===== src/logic/swisd_pkg.sv =====
package swisd_pkg;

  // ----------------------------------------
  // Register indices (byte address = 4 x index)
  // ----------------------------------------
  localparam logic [13:0] IDX_REMAP0  = 14'h1855;  // Port 0 remap table
  localparam logic [13:0] IDX_REMAP1  = 14'h1856;  // Port 1 remap table
  localparam logic [13:0] IDX_REMAP2  = 14'h1857;  // Port 2 remap table
  localparam logic [13:0] IDX_UNL0    = 14'h1858;  // Port 0 unlearned count
  localparam logic [13:0] IDX_UNL1    = 14'h1859;  // Port 1 unlearned count
  localparam logic [13:0] IDX_UNL2    = 14'h185A;  // Port 2 unlearned count
  localparam logic [13:0] IDX_MASK    = 14'h1880;  // Interrupt mask
  localparam logic [13:0] IDX_STATUS  = 14'h1881;  // Drop event status
  localparam logic [13:0] IDX_CFG     = 14'h1882;  // Drop policy config
  localparam int          NPORT       = 3;         // Switch ports

  // ----------------------------------------
  // Field layouts and reset values
  // ----------------------------------------
  localparam int          REMAP_W     = 24;        // Eight 3-bit fields
  localparam int          PRIO_W      = 3;         // Priority width
  localparam logic [23:0] REMAP_RST   = 24'hFAC688; // Identity map 7..0
  localparam logic [31:0] CNT_MAX     = 32'hFFFFFFFF; // Saturation value
  localparam logic [31:0] CNT_ONE     = 32'h00000001; // Counter step
  localparam logic        MASK_RST    = 1'b1;      // Masked after reset
  localparam int          CFG_W       = 5;         // Config bits
  localparam int          CFG_TAGONLY = 0;         // Tagged-only admission
  localparam int          CFG_MEMCHK  = 1;         // Ingress membership check
  localparam int          CFG_ADMITNM = 2;         // Admit outsiders
  localparam int          CFG_DROPUC  = 3;         // Drop unknown unicast
  localparam int          CFG_DROPMC  = 4;         // Drop unknown multicast
  localparam logic [1:0]  PORT_RSVD   = 2'h3;      // Reserved port code

  // ----------------------------------------
  // Drop cause codes
  // ----------------------------------------
  localparam logic [3:0]  C_TAGONLY   = 4'h0;
  localparam logic [3:0]  C_SRCNM_UNK = 4'h1;
  localparam logic [3:0]  C_SRCFW_FND = 4'h2;
  localparam logic [3:0]  C_DSTFW_FND = 4'h3;
  localparam logic [3:0]  C_DSTNM_FND = 4'h4;
  localparam logic [3:0]  C_SRCNM_FND = 4'h5;
  localparam logic [3:0]  C_UNK_UC    = 4'h6;
  localparam logic [3:0]  C_UNK_MC    = 4'h7;
  localparam logic [3:0]  C_BC_THROT  = 4'h8;
  localparam logic [3:0]  C_SRCFW_UNK = 4'h9;
  localparam logic [3:0]  C_SAMEPORT  = 4'hA;
  localparam logic [3:0]  C_FILTER    = 4'hB;
  localparam logic [3:0]  C_VID_ONES  = 4'hE;

endpackage


===== src/logic/swisd_core.sv =====
`timescale 1ns/1ps
module swisd_core
  import swisd_pkg::*;
(
  // Clock and reset
  input  wire logic        core_clk,          // Core clock, 250 MHz
  input  wire logic        resetn,            // Async reset, active low
  // Register bus, one wait state per transfer
  input  wire logic        psel,              // APB select
  input  wire logic        penable,           // APB enable
  input  wire logic        pwrite,            // APB direction
  input  wire logic [15:0] paddr,             // APB byte address
  input  wire logic [31:0] pwdata,            // APB write data
  output logic      [31:0] prdata,            // APB read data
  output logic             pready,            // APB ready
  output logic             pslverr,           // APB error
  // Priority lookup from the ingress parser
  input  wire logic        rx_prio_valid,     // Priority lookup request
  input  wire logic [1:0]  rx_port,           // Ingress port of request
  input  wire logic [2:0]  rx_prio,           // Received VLAN priority
  output logic             regen_valid,       // Remapped priority valid
  output logic      [2:0]  regen_prio,        // Priority for queue choice
  // Events from the lookup engine, all on this clock
  input  wire logic [2:0]  learn_discard,     // Per-port unlearned pulse
  input  wire logic        drop_strobe,       // Drop event pulse
  input  wire logic [1:0]  drop_port,         // Source port of drop
  input  wire logic        drop_untagged,     // Untagged or prio-only
  input  wire logic        drop_vid_ones,     // VLAN id all ones
  input  wire logic        drop_da_found,     // DA in lookup table
  input  wire logic        drop_da_mcast,     // DA is multicast
  input  wire logic        drop_da_bcast,     // DA is broadcast
  input  wire logic        drop_bc_throttle,  // Broadcast over limit
  input  wire logic        drop_src_member,   // Source in VLAN
  input  wire logic        drop_dst_member,   // Destination in VLAN
  input  wire logic        drop_src_fwd,      // Source forwarding
  input  wire logic        drop_dst_fwd,      // Destination forwarding
  input  wire logic        drop_same_port,    // Destination is source
  input  wire logic        drop_da_filter,    // Entry discard flag
  // Request to the system interrupt logic
  output logic             swe_irq            // Interrupt request
);

  // ----------------------------------------
  // State
  // ----------------------------------------
  // Everything that flops, bar the reset synchroniser, lives here,
  // so one register block covers reset and update alike
  typedef struct packed {
    logic [NPORT-1:0][REMAP_W-1:0] remap;    // Remap tables
    logic [NPORT-1:0][31:0]        cnt;      // Unlearned counters
    logic                          mask;     // Interrupt mask
    logic [CFG_W-1:0]              cfg;      // Drop policy bits
    logic                          pend;     // Drop pending
    logic                          va;       // Record A valid
    logic [1:0]                    pa;       // Record A port
    logic [3:0]                    ca;       // Record A cause
    logic                          vb;       // Record B valid
    logic [1:0]                    pb;       // Record B port
    logic [3:0]                    cb;       // Record B cause
    logic [31:0]                   rdata;    // Read data
    logic                          rdy;      // APB ready
    logic                          err;      // APB error
    logic                          rvld;     // Remap valid
    logic [2:0]                    rprio;    // Remap result
    logic                          irq;      // Interrupt out
  } swisd_state_type;

  localparam swisd_state_type ST_RST = '{
    remap : {NPORT{REMAP_RST}},
    cnt   : '0,
    mask  : MASK_RST,
    default : '0
  };

  swisd_state_type s_q;                      // Registered state
  swisd_state_type s_d;                      // Next state
  logic            rst_meta_q;               // Reset sync stage 1
  logic            rst_sync_q;               // Reset sync stage 2

  // ----------------------------------------
  // Functions
  // ----------------------------------------

  // Saturating increment, shared by all counters
  function automatic logic [31:0] sat_inc(input logic [31:0] v);
    sat_inc = (v == CNT_MAX) ? v : v + CNT_ONE;
  endfunction

  // Pick one 3-bit field from a remap table
  function automatic logic [2:0] pick(input logic [REMAP_W-1:0] t,
                                     input logic [2:0] p);
    logic [REMAP_W-1:0] sh;
    sh   = t >> (p * 3'h3 + 5'h00);
    pick = sh[PRIO_W-1:0];
  endfunction

  // Cause encoder; first bit says a defined cause was found.
  // Order puts parser checks first, then membership,
  // forwarding, then lookup-dependent filters.
  function automatic logic [4:0] cause(input logic [CFG_W-1:0] c,
                                       input logic [13:0] e);
    logic vid;
    logic untg;
    logic fnd;
    logic mc;
    logic bc;
    logic thr;
    logic sm;
    logic dm;
    logic sf;
    logic df;
    logic same;
    logic filt;
    logic outsider;
    {vid, untg, fnd, mc, bc, thr, sm, dm, sf, df, same, filt} = e[11:0];
    // Outsider: source outside the VLAN while the membership
    // check is on and outsiders are not admitted
    outsider = c[CFG_MEMCHK] & ~c[CFG_ADMITNM] & ~sm;
    // Top bit low means no defined cause: nothing is recorded
    cause = 5'h00;
    if (vid) begin
      cause = {1'b1, C_VID_ONES};
    end else if (c[CFG_TAGONLY] && untg) begin
      cause = {1'b1, C_TAGONLY};
    end else if (outsider) begin
      cause = {1'b1, fnd ? C_SRCNM_FND : C_SRCNM_UNK};
    end else if (!sf) begin
      cause = {1'b1, fnd ? C_SRCFW_FND : C_SRCFW_UNK};
    end else if (fnd) begin
      if (same) begin
        cause = {1'b1, C_SAMEPORT};
      end else if (filt) begin
        cause = {1'b1, C_FILTER};
      end else if (c[CFG_MEMCHK] && !dm) begin
        cause = {1'b1, C_DSTNM_FND};
      end else if (!df) begin
        cause = {1'b1, C_DSTFW_FND};
      end
    end else if (bc) begin
      if (thr) begin
        cause = {1'b1, C_BC_THROT};
      end
    end else if (mc) begin
      if (c[CFG_DROPMC]) begin
        cause = {1'b1, C_UNK_MC};
      end
    end else if (c[CFG_DROPUC]) begin
      cause = {1'b1, C_UNK_UC};
    end
  endfunction

  // ----------------------------------------
  // Reset synchroniser
  // ----------------------------------------

  // Release is synchronous so no flop leaves reset mid-edge
  // Assertion stays asynchronous, so reset works with no clock
  always_ff @(posedge core_clk or negedge resetn) begin
    if (!resetn) begin
      rst_meta_q <= 1'b0;
      rst_sync_q <= 1'b0;
    end else begin
      rst_meta_q <= 1'b1;
      rst_sync_q <= rst_meta_q;
    end
  end

  // ----------------------------------------
  // Next-state logic
  // ----------------------------------------
  logic [13:0] idx;                          // Word index
  logic        acc;                          // Access phase
  logic        cap;                          // First access cycle
  logic        done;                         // Completing edge
  logic [4:0]  dc;                           // Encoded cause
  logic [31:0] stat;                         // Status word

  assign idx  = paddr[15:2];
  assign acc  = psel & penable;
  assign cap  = acc & ~s_q.rdy;
  assign done = acc & s_q.rdy;
  assign stat = {17'h00000, s_q.cb, s_q.pb, s_q.vb,
                 s_q.ca, s_q.pa, s_q.va, s_q.pend};

  assign dc = cause(s_q.cfg, {2'b00, drop_vid_ones, drop_untagged,
                    drop_da_found, drop_da_mcast, drop_da_bcast,
                    drop_bc_throttle, drop_src_member, drop_dst_member,
                    drop_src_fwd, drop_dst_fwd, drop_same_port,
                    drop_da_filter});

  // One combinational pass builds the whole next state
  always_comb begin
    s_d     = s_q;
    s_d.rdy = cap;                           // One wait state
    s_d.err = 1'b0;

    // Read side effects act on the capture edge, so an event in
    // the wait cycle still lands after the clear.
    if (cap && !pwrite) begin
      s_d.rdata = 32'h00000000;
      case (idx)
        IDX_REMAP0: s_d.rdata = {8'h00, s_q.remap[0]};
        IDX_REMAP1: s_d.rdata = {8'h00, s_q.remap[1]};
        IDX_REMAP2: s_d.rdata = {8'h00, s_q.remap[2]};
        IDX_UNL0: begin
          s_d.rdata  = s_q.cnt[0];
          s_d.cnt[0] = 32'h00000000;
        end
        IDX_UNL1: begin
          s_d.rdata  = s_q.cnt[1];
          s_d.cnt[1] = 32'h00000000;
        end
        IDX_UNL2: begin
          s_d.rdata  = s_q.cnt[2];
          s_d.cnt[2] = 32'h00000000;
        end
        IDX_MASK:   s_d.rdata = {31'h00000000, s_q.mask};
        IDX_STATUS: begin
          s_d.rdata = stat;
          s_d.pend  = 1'b0;
          s_d.va    = 1'b0;
          s_d.pa    = 2'h0;
          s_d.ca    = 4'h0;
          s_d.vb    = 1'b0;
          s_d.pb    = 2'h0;
          s_d.cb    = 4'h0;
        end
        IDX_CFG:    s_d.rdata = {27'h0000000, s_q.cfg};
        default:    s_d.err   = 1'b1;        // Unmapped read
      endcase
    end else if (cap) begin
      // Writes report errors early but take effect on done
      case (idx)
        IDX_REMAP0, IDX_REMAP1, IDX_REMAP2,
        IDX_UNL0, IDX_UNL1, IDX_UNL2,
        IDX_MASK, IDX_STATUS, IDX_CFG: s_d.err = 1'b0;
        default:                       s_d.err = 1'b1;
      endcase
    end
    // The error flag stands only with pready; the completing edge
    // clears it through the default above, so no stray error
    // shows while the bus is idle.

    // Writes; counters and status ignore them
    // Reserved bits of the tables are dropped and read back as 0
    if (done && pwrite) begin
      case (idx)
        IDX_REMAP0: s_d.remap[0] = pwdata[REMAP_W-1:0];
        IDX_REMAP1: s_d.remap[1] = pwdata[REMAP_W-1:0];
        IDX_REMAP2: s_d.remap[2] = pwdata[REMAP_W-1:0];
        IDX_MASK:   s_d.mask     = pwdata[0];
        IDX_CFG:    s_d.cfg      = pwdata[CFG_W-1:0];
        default:    s_d.mask     = s_d.mask;
      endcase
    end

    // Learn discards; an increment after a clear counts from zero
    // Once all ones is reached the guard in sat_inc keeps it there,
    // so software never mistakes a wrap for a quiet port.
    for (int p = 0; p < NPORT; p++) begin
      if (learn_discard[p]) begin
        s_d.cnt[p] = sat_inc(s_d.cnt[p]);
      end
    end

    // Drop recording; set wins over the read clear above.
    // Reserved codes are never produced, so undefined
    // combinations leave the records alone.
    if (drop_strobe && dc[4]) begin
      s_d.pend = 1'b1;
      if (!s_d.va) begin
        s_d.va = 1'b1;
        s_d.pa = drop_port;
        s_d.ca = dc[3:0];
      end else if (!s_d.vb) begin
        s_d.vb = 1'b1;
        s_d.pb = drop_port;
        s_d.cb = dc[3:0];
      end
      // Both full: later drops only keep pending set
      // Limitation: causes of drops after that are lost
    end

    // Priority remap; reserved port gives no result
    // Port code 3 would index past the tables, so it is refused
    // here rather than read out of range.
    s_d.rvld  = rx_prio_valid && (rx_port != PORT_RSVD);
    s_d.rprio = rx_prio;
    if (s_d.rvld) begin
      s_d.rprio = pick(s_q.remap[rx_port], rx_prio);
    end

    // Mask gates only the request, never the status
    s_d.irq = s_d.pend & ~s_d.mask;
  end

  // ----------------------------------------
  // State register
  // ----------------------------------------

  // Synchronised reset; constants only under reset
  always_ff @(posedge core_clk or negedge rst_sync_q) begin
    if (!rst_sync_q) begin
      s_q <= ST_RST;
    end else begin
      s_q <= s_d;
    end
  end

  // ----------------------------------------
  // Outputs, all straight from flops
  // ----------------------------------------
  // Registered outputs keep bus timing free of input paths
  assign prdata      = s_q.rdata;
  assign pready      = s_q.rdy;
  assign pslverr     = s_q.err;
  assign regen_valid = s_q.rvld;
  assign regen_prio  = s_q.rprio;
  assign swe_irq     = s_q.irq;

endmodule


===== config.mk =====
export PLATFORM = sky130hd
export DESIGN_NAME = swisd_core
export DESIGN_NICKNAME = d
export VERILOG_FILES = /design/src/logic/swisd_pkg.sv /design/src/logic/swisd_core.sv
export SDC_FILE = /design/constraint.sdc
export NUM_CORES = 1
export LEC_CHECK = 0
export BUFFER_PORTS_ARGS = -buffer_cell sky130_fd_sc_hd__buf_2
export CAP_MARGIN = 15
export CELL_PAD_IN_SITES_DETAIL_PLACEMENT = 1
export CELL_PAD_IN_SITES_GLOBAL_PLACEMENT = 1
export CORE_MARGIN = 3
export CORE_UTILIZATION = 40
export DETAILED_ROUTE_END_ITERATION = 8
export PLACE_DENSITY = 0.72
export SYNTH_ARGS = -nofsm -noshare
export SYNTH_HDL_FRONTEND = slang
export SYNTH_SLANG_ARGS = --single-unit

===== constraint.sdc =====
create_clock -name core_clk -period 11.72 [get_ports core_clk]
set_clock_uncertainty 0.2 [all_clocks]
set_input_delay 1.758 -clock core_clk [delete_from_list [all_inputs] [get_ports core_clk]]
set_output_delay 1.758 -clock core_clk [all_outputs]
set_load 0.005 [all_outputs]

* Yosys cells after proc, flatten, opt, wreduce, memory -nomap -nowiden
Cells that the tools add are included.
Storage, ports and cells: word-level logic and storage cells 107, output and inout port bits 39, ROM bits 0, bits in writable memories 0, memories 0, latch bits 0, input bits 77, register bits 230
Cells by class: add/subtract/negate cells 3, $lt $le $gt $ge 1, eq/ne operators 13, $mul 1, bitwise operators 10, divide/modulo/power cells 0, mux-type cells 42, shifts and indexed selects 1, reduce and logical (&&, ||, !) cells 13
Operators with widths (count):
- $mux W32 | 9
- $pmux W32 S9 | 1
- $eq A14 B13 Y1 const B | 9
- $add A32 B1 Y32 const B | 3
- $eq A32 B32 Y1 const B | 3
- $mux W96 | 1
- $mux W5 | 15
- $bmux W24 S2 | 1
- $mux W47 | 1
- $mux W15 | 2
- $mux W24 | 1
- $shr A24 B5 Y3 | 1
- $mux W6 | 3
- $reduce_or A9 Y1 | 1
- $reduce_and A2 Y1 | 4
- $mux W7 | 1
- $and A1 B1 Y1 | 6
- $logic_and A1 B1 Y1 | 6
- $mux W3 | 2
- $mul A3 B2 Y5 const B | 1
- $mux W1 | 4
- $mux W4 | 1
- $not A1 Y1 | 4
- $lt A2 B3 Y1 const B | 1
- 2 further kinds | 3

* Depth between registers and ports, before layout
word-level depth 14, gate-level depth with buffers 8

* Worst setup path before layout
No wires, ideal clock.
path type input to register, start point in paddr[12], end point reg s_q[150] (netlist name), setup slack 7978 ps, cell stages on the path 7, data required time 11441 ps, library setup time 79 ps, data arrival time 3463 ps, path buffers 1, cell sequence or4b_1 nor2_1 buf_2 nand2_1 or3_1 nand2_1 mux2i_1
RTL lines:
- start, declared | RTL line swisd_core.sv:12 | input wire logic [15:0] paddr,
- end signal, assigned | RTL line swisd_core.sv:304 | s_q <= ST_RST;
- end signal, assigned | RTL line swisd_core.sv:306 | s_q <= s_d;
- end, declared | RTL line swisd_core.sv:75 | swisd_state_type s_q;

* Final worst setup path
start point in paddr[2], end point reg s_q, in the netlist prdata[7]
On the way: longest elaborated chain between the ends 2, elaborated cells on any way between the ends 10, those cells by class eq/ne (9); mux (1)
RTL lines:
- $eq A14 B13 Y1 | RTL line swisd_core.sv:201 | case (idx)
- $pmux W32 S9 (*) | RTL line swisd_core.sv:201
Mark *: on every way between the ends. The rest lies on a longest branch, timed or not. A chain may end at the register's enable or synchronous reset.

==> results.tsv <==
metric	value	unit
Adder-Cell Fraction of Synth Area	0	%
fin worst setup slack	6.767	ns
Rows	63	
#FFs+latches synth	230	
TritonCTS clock tree	built	
Setup crit start kind	input pin	
die width	181.8	um
Top delay family on crit path	simple AND/OR/NAND/NOR gates	
ant diodes	0	
Slowest cell on crit path	nor2_1	
Critical Path Fanout Max	25	
fin crit period	4.953	ns
Mapped Cells	1258	
final hold violation count	0	
CP Class	input pin to register	
commonest cells after routing, fill and taps aside	192 x dfrtp_1, 120 x nor2_1, 115 x nand2_1	
Clock transition at path regs	0.06	ns
Worst Path Buf+Inv	1	
DPL Wire Length	28.59	mm
FILL cells	3400	
clock sink count	230	
Synth area leaders	dfrtp_1 39%, dfstp_2 7.9%, mux2_2 7.4%	
hold-fix buffers at CTS	0	
DR WL met2	18.57	mm
Post-CTS Setup Inserts	0	
Synth top area share	39.08	%
worst path cell trace	buf_2 -> nor2b_1 -> nand3_1 -> nor2_1 -> a22oi_1 -> a32oi_1	
Port Buffers	105	
post-synthesis average cell area	9.823	um^2
die area	0.03304	mm^2
Hold WS	0.1493	ns
largest net degree at the start of global routing	183	
Longest Clk Path Bufs	3	
period utilization	42.26	%
Initial DRT Pass Iterations	5	
first-pass GRT wire length	62.49	mm
pwr/cell area	134.4	mW/mm^2
dpl ws	6.338	ns
Initial Util	41.14	%
Synth Area in Compound Gates	13.93	%
final RePlAce weighted congestion	0.8786	
Die Y-Extent	181.8	um
DR WL/cell	23.34	um
post-synthesis async set-or-reset flop share	100.0	%
max_slew headroom	28.58	%
register area share after synthesis	46.95	%
leakage	6.037	nW
RSZ-0062 raised after global routing	false	
routed length on met3	1.986	mm
Metal-1 WL	18.29	mm
Hold WC Path Type	register to register	
clk root buf	clkbuf_16	
core area	0.03003	mm^2
Worst EP arrival	5.20	ns
Final Max Tran Viols	0	
Syn Nets	1335	
CTS H-Tree Depth	1	
DRT antenna net count	0	
Max Cap Viol	0	
CTS resizes	0	
dominant synthesized flop cell	dfrtp_1	
Syn Std Cell Area	0.01236	mm^2
GRT Util Overall	23.82	%
DR top layer	met4	
mux share of post-synthesis cell area	10.78	%
Max Clk Rate	201.9	MHz
Yosys warning count	0	
worst-margin pin slew	1.067	ns
Via Count	10280	
DRC	0	
initial antenna violation count	0	
status	complete, no violations	
commonest non-fill, non-tap cell in the layout	dfrtp_1	
slowest cell delay on critical path	1.03	ns
Final nets	1384	
Layout area overhead	12.51	%
Top Ports	116	
largest family of logic cells by synthesized area	simple AND/OR/NAND/NOR gates	
clock latency at the later pin of the worst-skew pair	0.54	ns
Post-Synth XOR/XNOR Area	4.820	%
worst vdd rail ir drop	0.1060	mV
number of synthesized flops with an enable pin	0	
final setup vio count	0	
gr ovfl total	0	
share of layout cells above drive strength 1	23.59	%
CP Data Required Time	11.96	ns
vias in the first global route	10530	
Post-Route WL	40.07	mm
largest area contributor in the netlist	dfrtp_1	
DR vias/cell	5.988	
setup TNS	0	ns
simple-gate share of the synthesized area	18.74	%
Unique masters post-synth	72	
CTS Buf Count	26	
CP endpoint kind	register	
Detailed Route Iter0 Violations	672	
-- synth_stat cells, types with 31 or more instances --
cell	count
a21oi_1	39
a22oi_1	33
buf_4	35
clkbuf_1	50
dfrtp_1	193
dfstp_2	37
mux2_2	81
mux2i_1	42
nand2_1	115
nand3_1	49
nor2_1	120
nor3_1	31
o21ai_0	68
xor2_1	46
-- cell type report --
type                            instances  area [um^2]  area share (%)
Multi-Input combinational cell        911         6017           43.28
Timing Repair Buffer                  122        665.6           4.788
Clock inverter                          5        31.28          0.2250
Tap cell                              390        488.0           3.510
Inverter                               16        60.06          0.4320
Sequential cell                       230         5806           41.76
Clock buffer                           43        835.8           6.012
-- metrics by stage --
stage               instances  utilization [%]  power, mW  cell area [um^2]
CTS                      1717            46.29      1.879             13900
finish                   1717            46.29      1.869             13900
global placement         1669            43.41      1.046             13040
detailed placement       1669            43.41      1.053             13040
floorplan                1258                -     0.9779             12360
global route             1717            46.29      1.938             13900
-- cells by family after synthesis --
| logic type | after synthesis |
|---|---|
| AO/OA/AOI/OAI | 259 |
| other | 1 |
| flip-flops | 230 |
| AND/OR/NAND/NOR | 460 |
| multiplexers | 123 |
| buffers and inverters | 117 |
| XOR/XNOR | 68 |
-- worst register-to-register path, delay by kind of cell (launching register included) --
kind / cells / cell delay [ns]
AND/OR/NAND/NOR: 5 / 1.78
multiplexers: 1 / 0.27
buffers and inverters: 1 / 0.52
flip-flops: 1 / 0.40
-- state kept, by name, summed over array words and instances (netlist names) --
signal / count
prdata: 32
swe_irq: 1
rst_meta_q: 1
s_q: 189
pready: 1
rst_sync_q: 1
regen_valid: 1
regen_prio: 3
pslverr: 1
-- per-layer routing --
metal | vias up | global-route usage [%]
li1 | 4655 | -
met1 | 5289 | 33.87
met2 | 273 | 38.42
met3 | 64 | 2.945
met4 | 0 | 6.795
met5 | - | 0
-- power by group --
part	leakage [nW]	internal (mW)	total [mW]	switching (mW)
clock network	0.428	0.485	0.827	0.342
registers	2.98	0.832	0.889	0.0578
logic	2.63	0.0583	0.153	0.0946
total	6.04	1.37	1.87	0.494
-- worst paths after layout --
path	start	slack, ns	cells after the start	end
worst max-delay path	paddr[2]	6.77	6	prdata[7]
min in group asynchronous	rst_sync_q	0.29	1	s_q[65]
worst max register to register	pready	8.48	7	s_q[40]
worst min-delay path	rst_meta_q	0.15	0	rst_sync_q
worst min register to register	rst_meta_q	0.15	0	rst_sync_q
max in group asynchronous	rst_sync_q	9.68	2	s_q[104]
No activity file was read; power rests on OpenSTA's default activity.
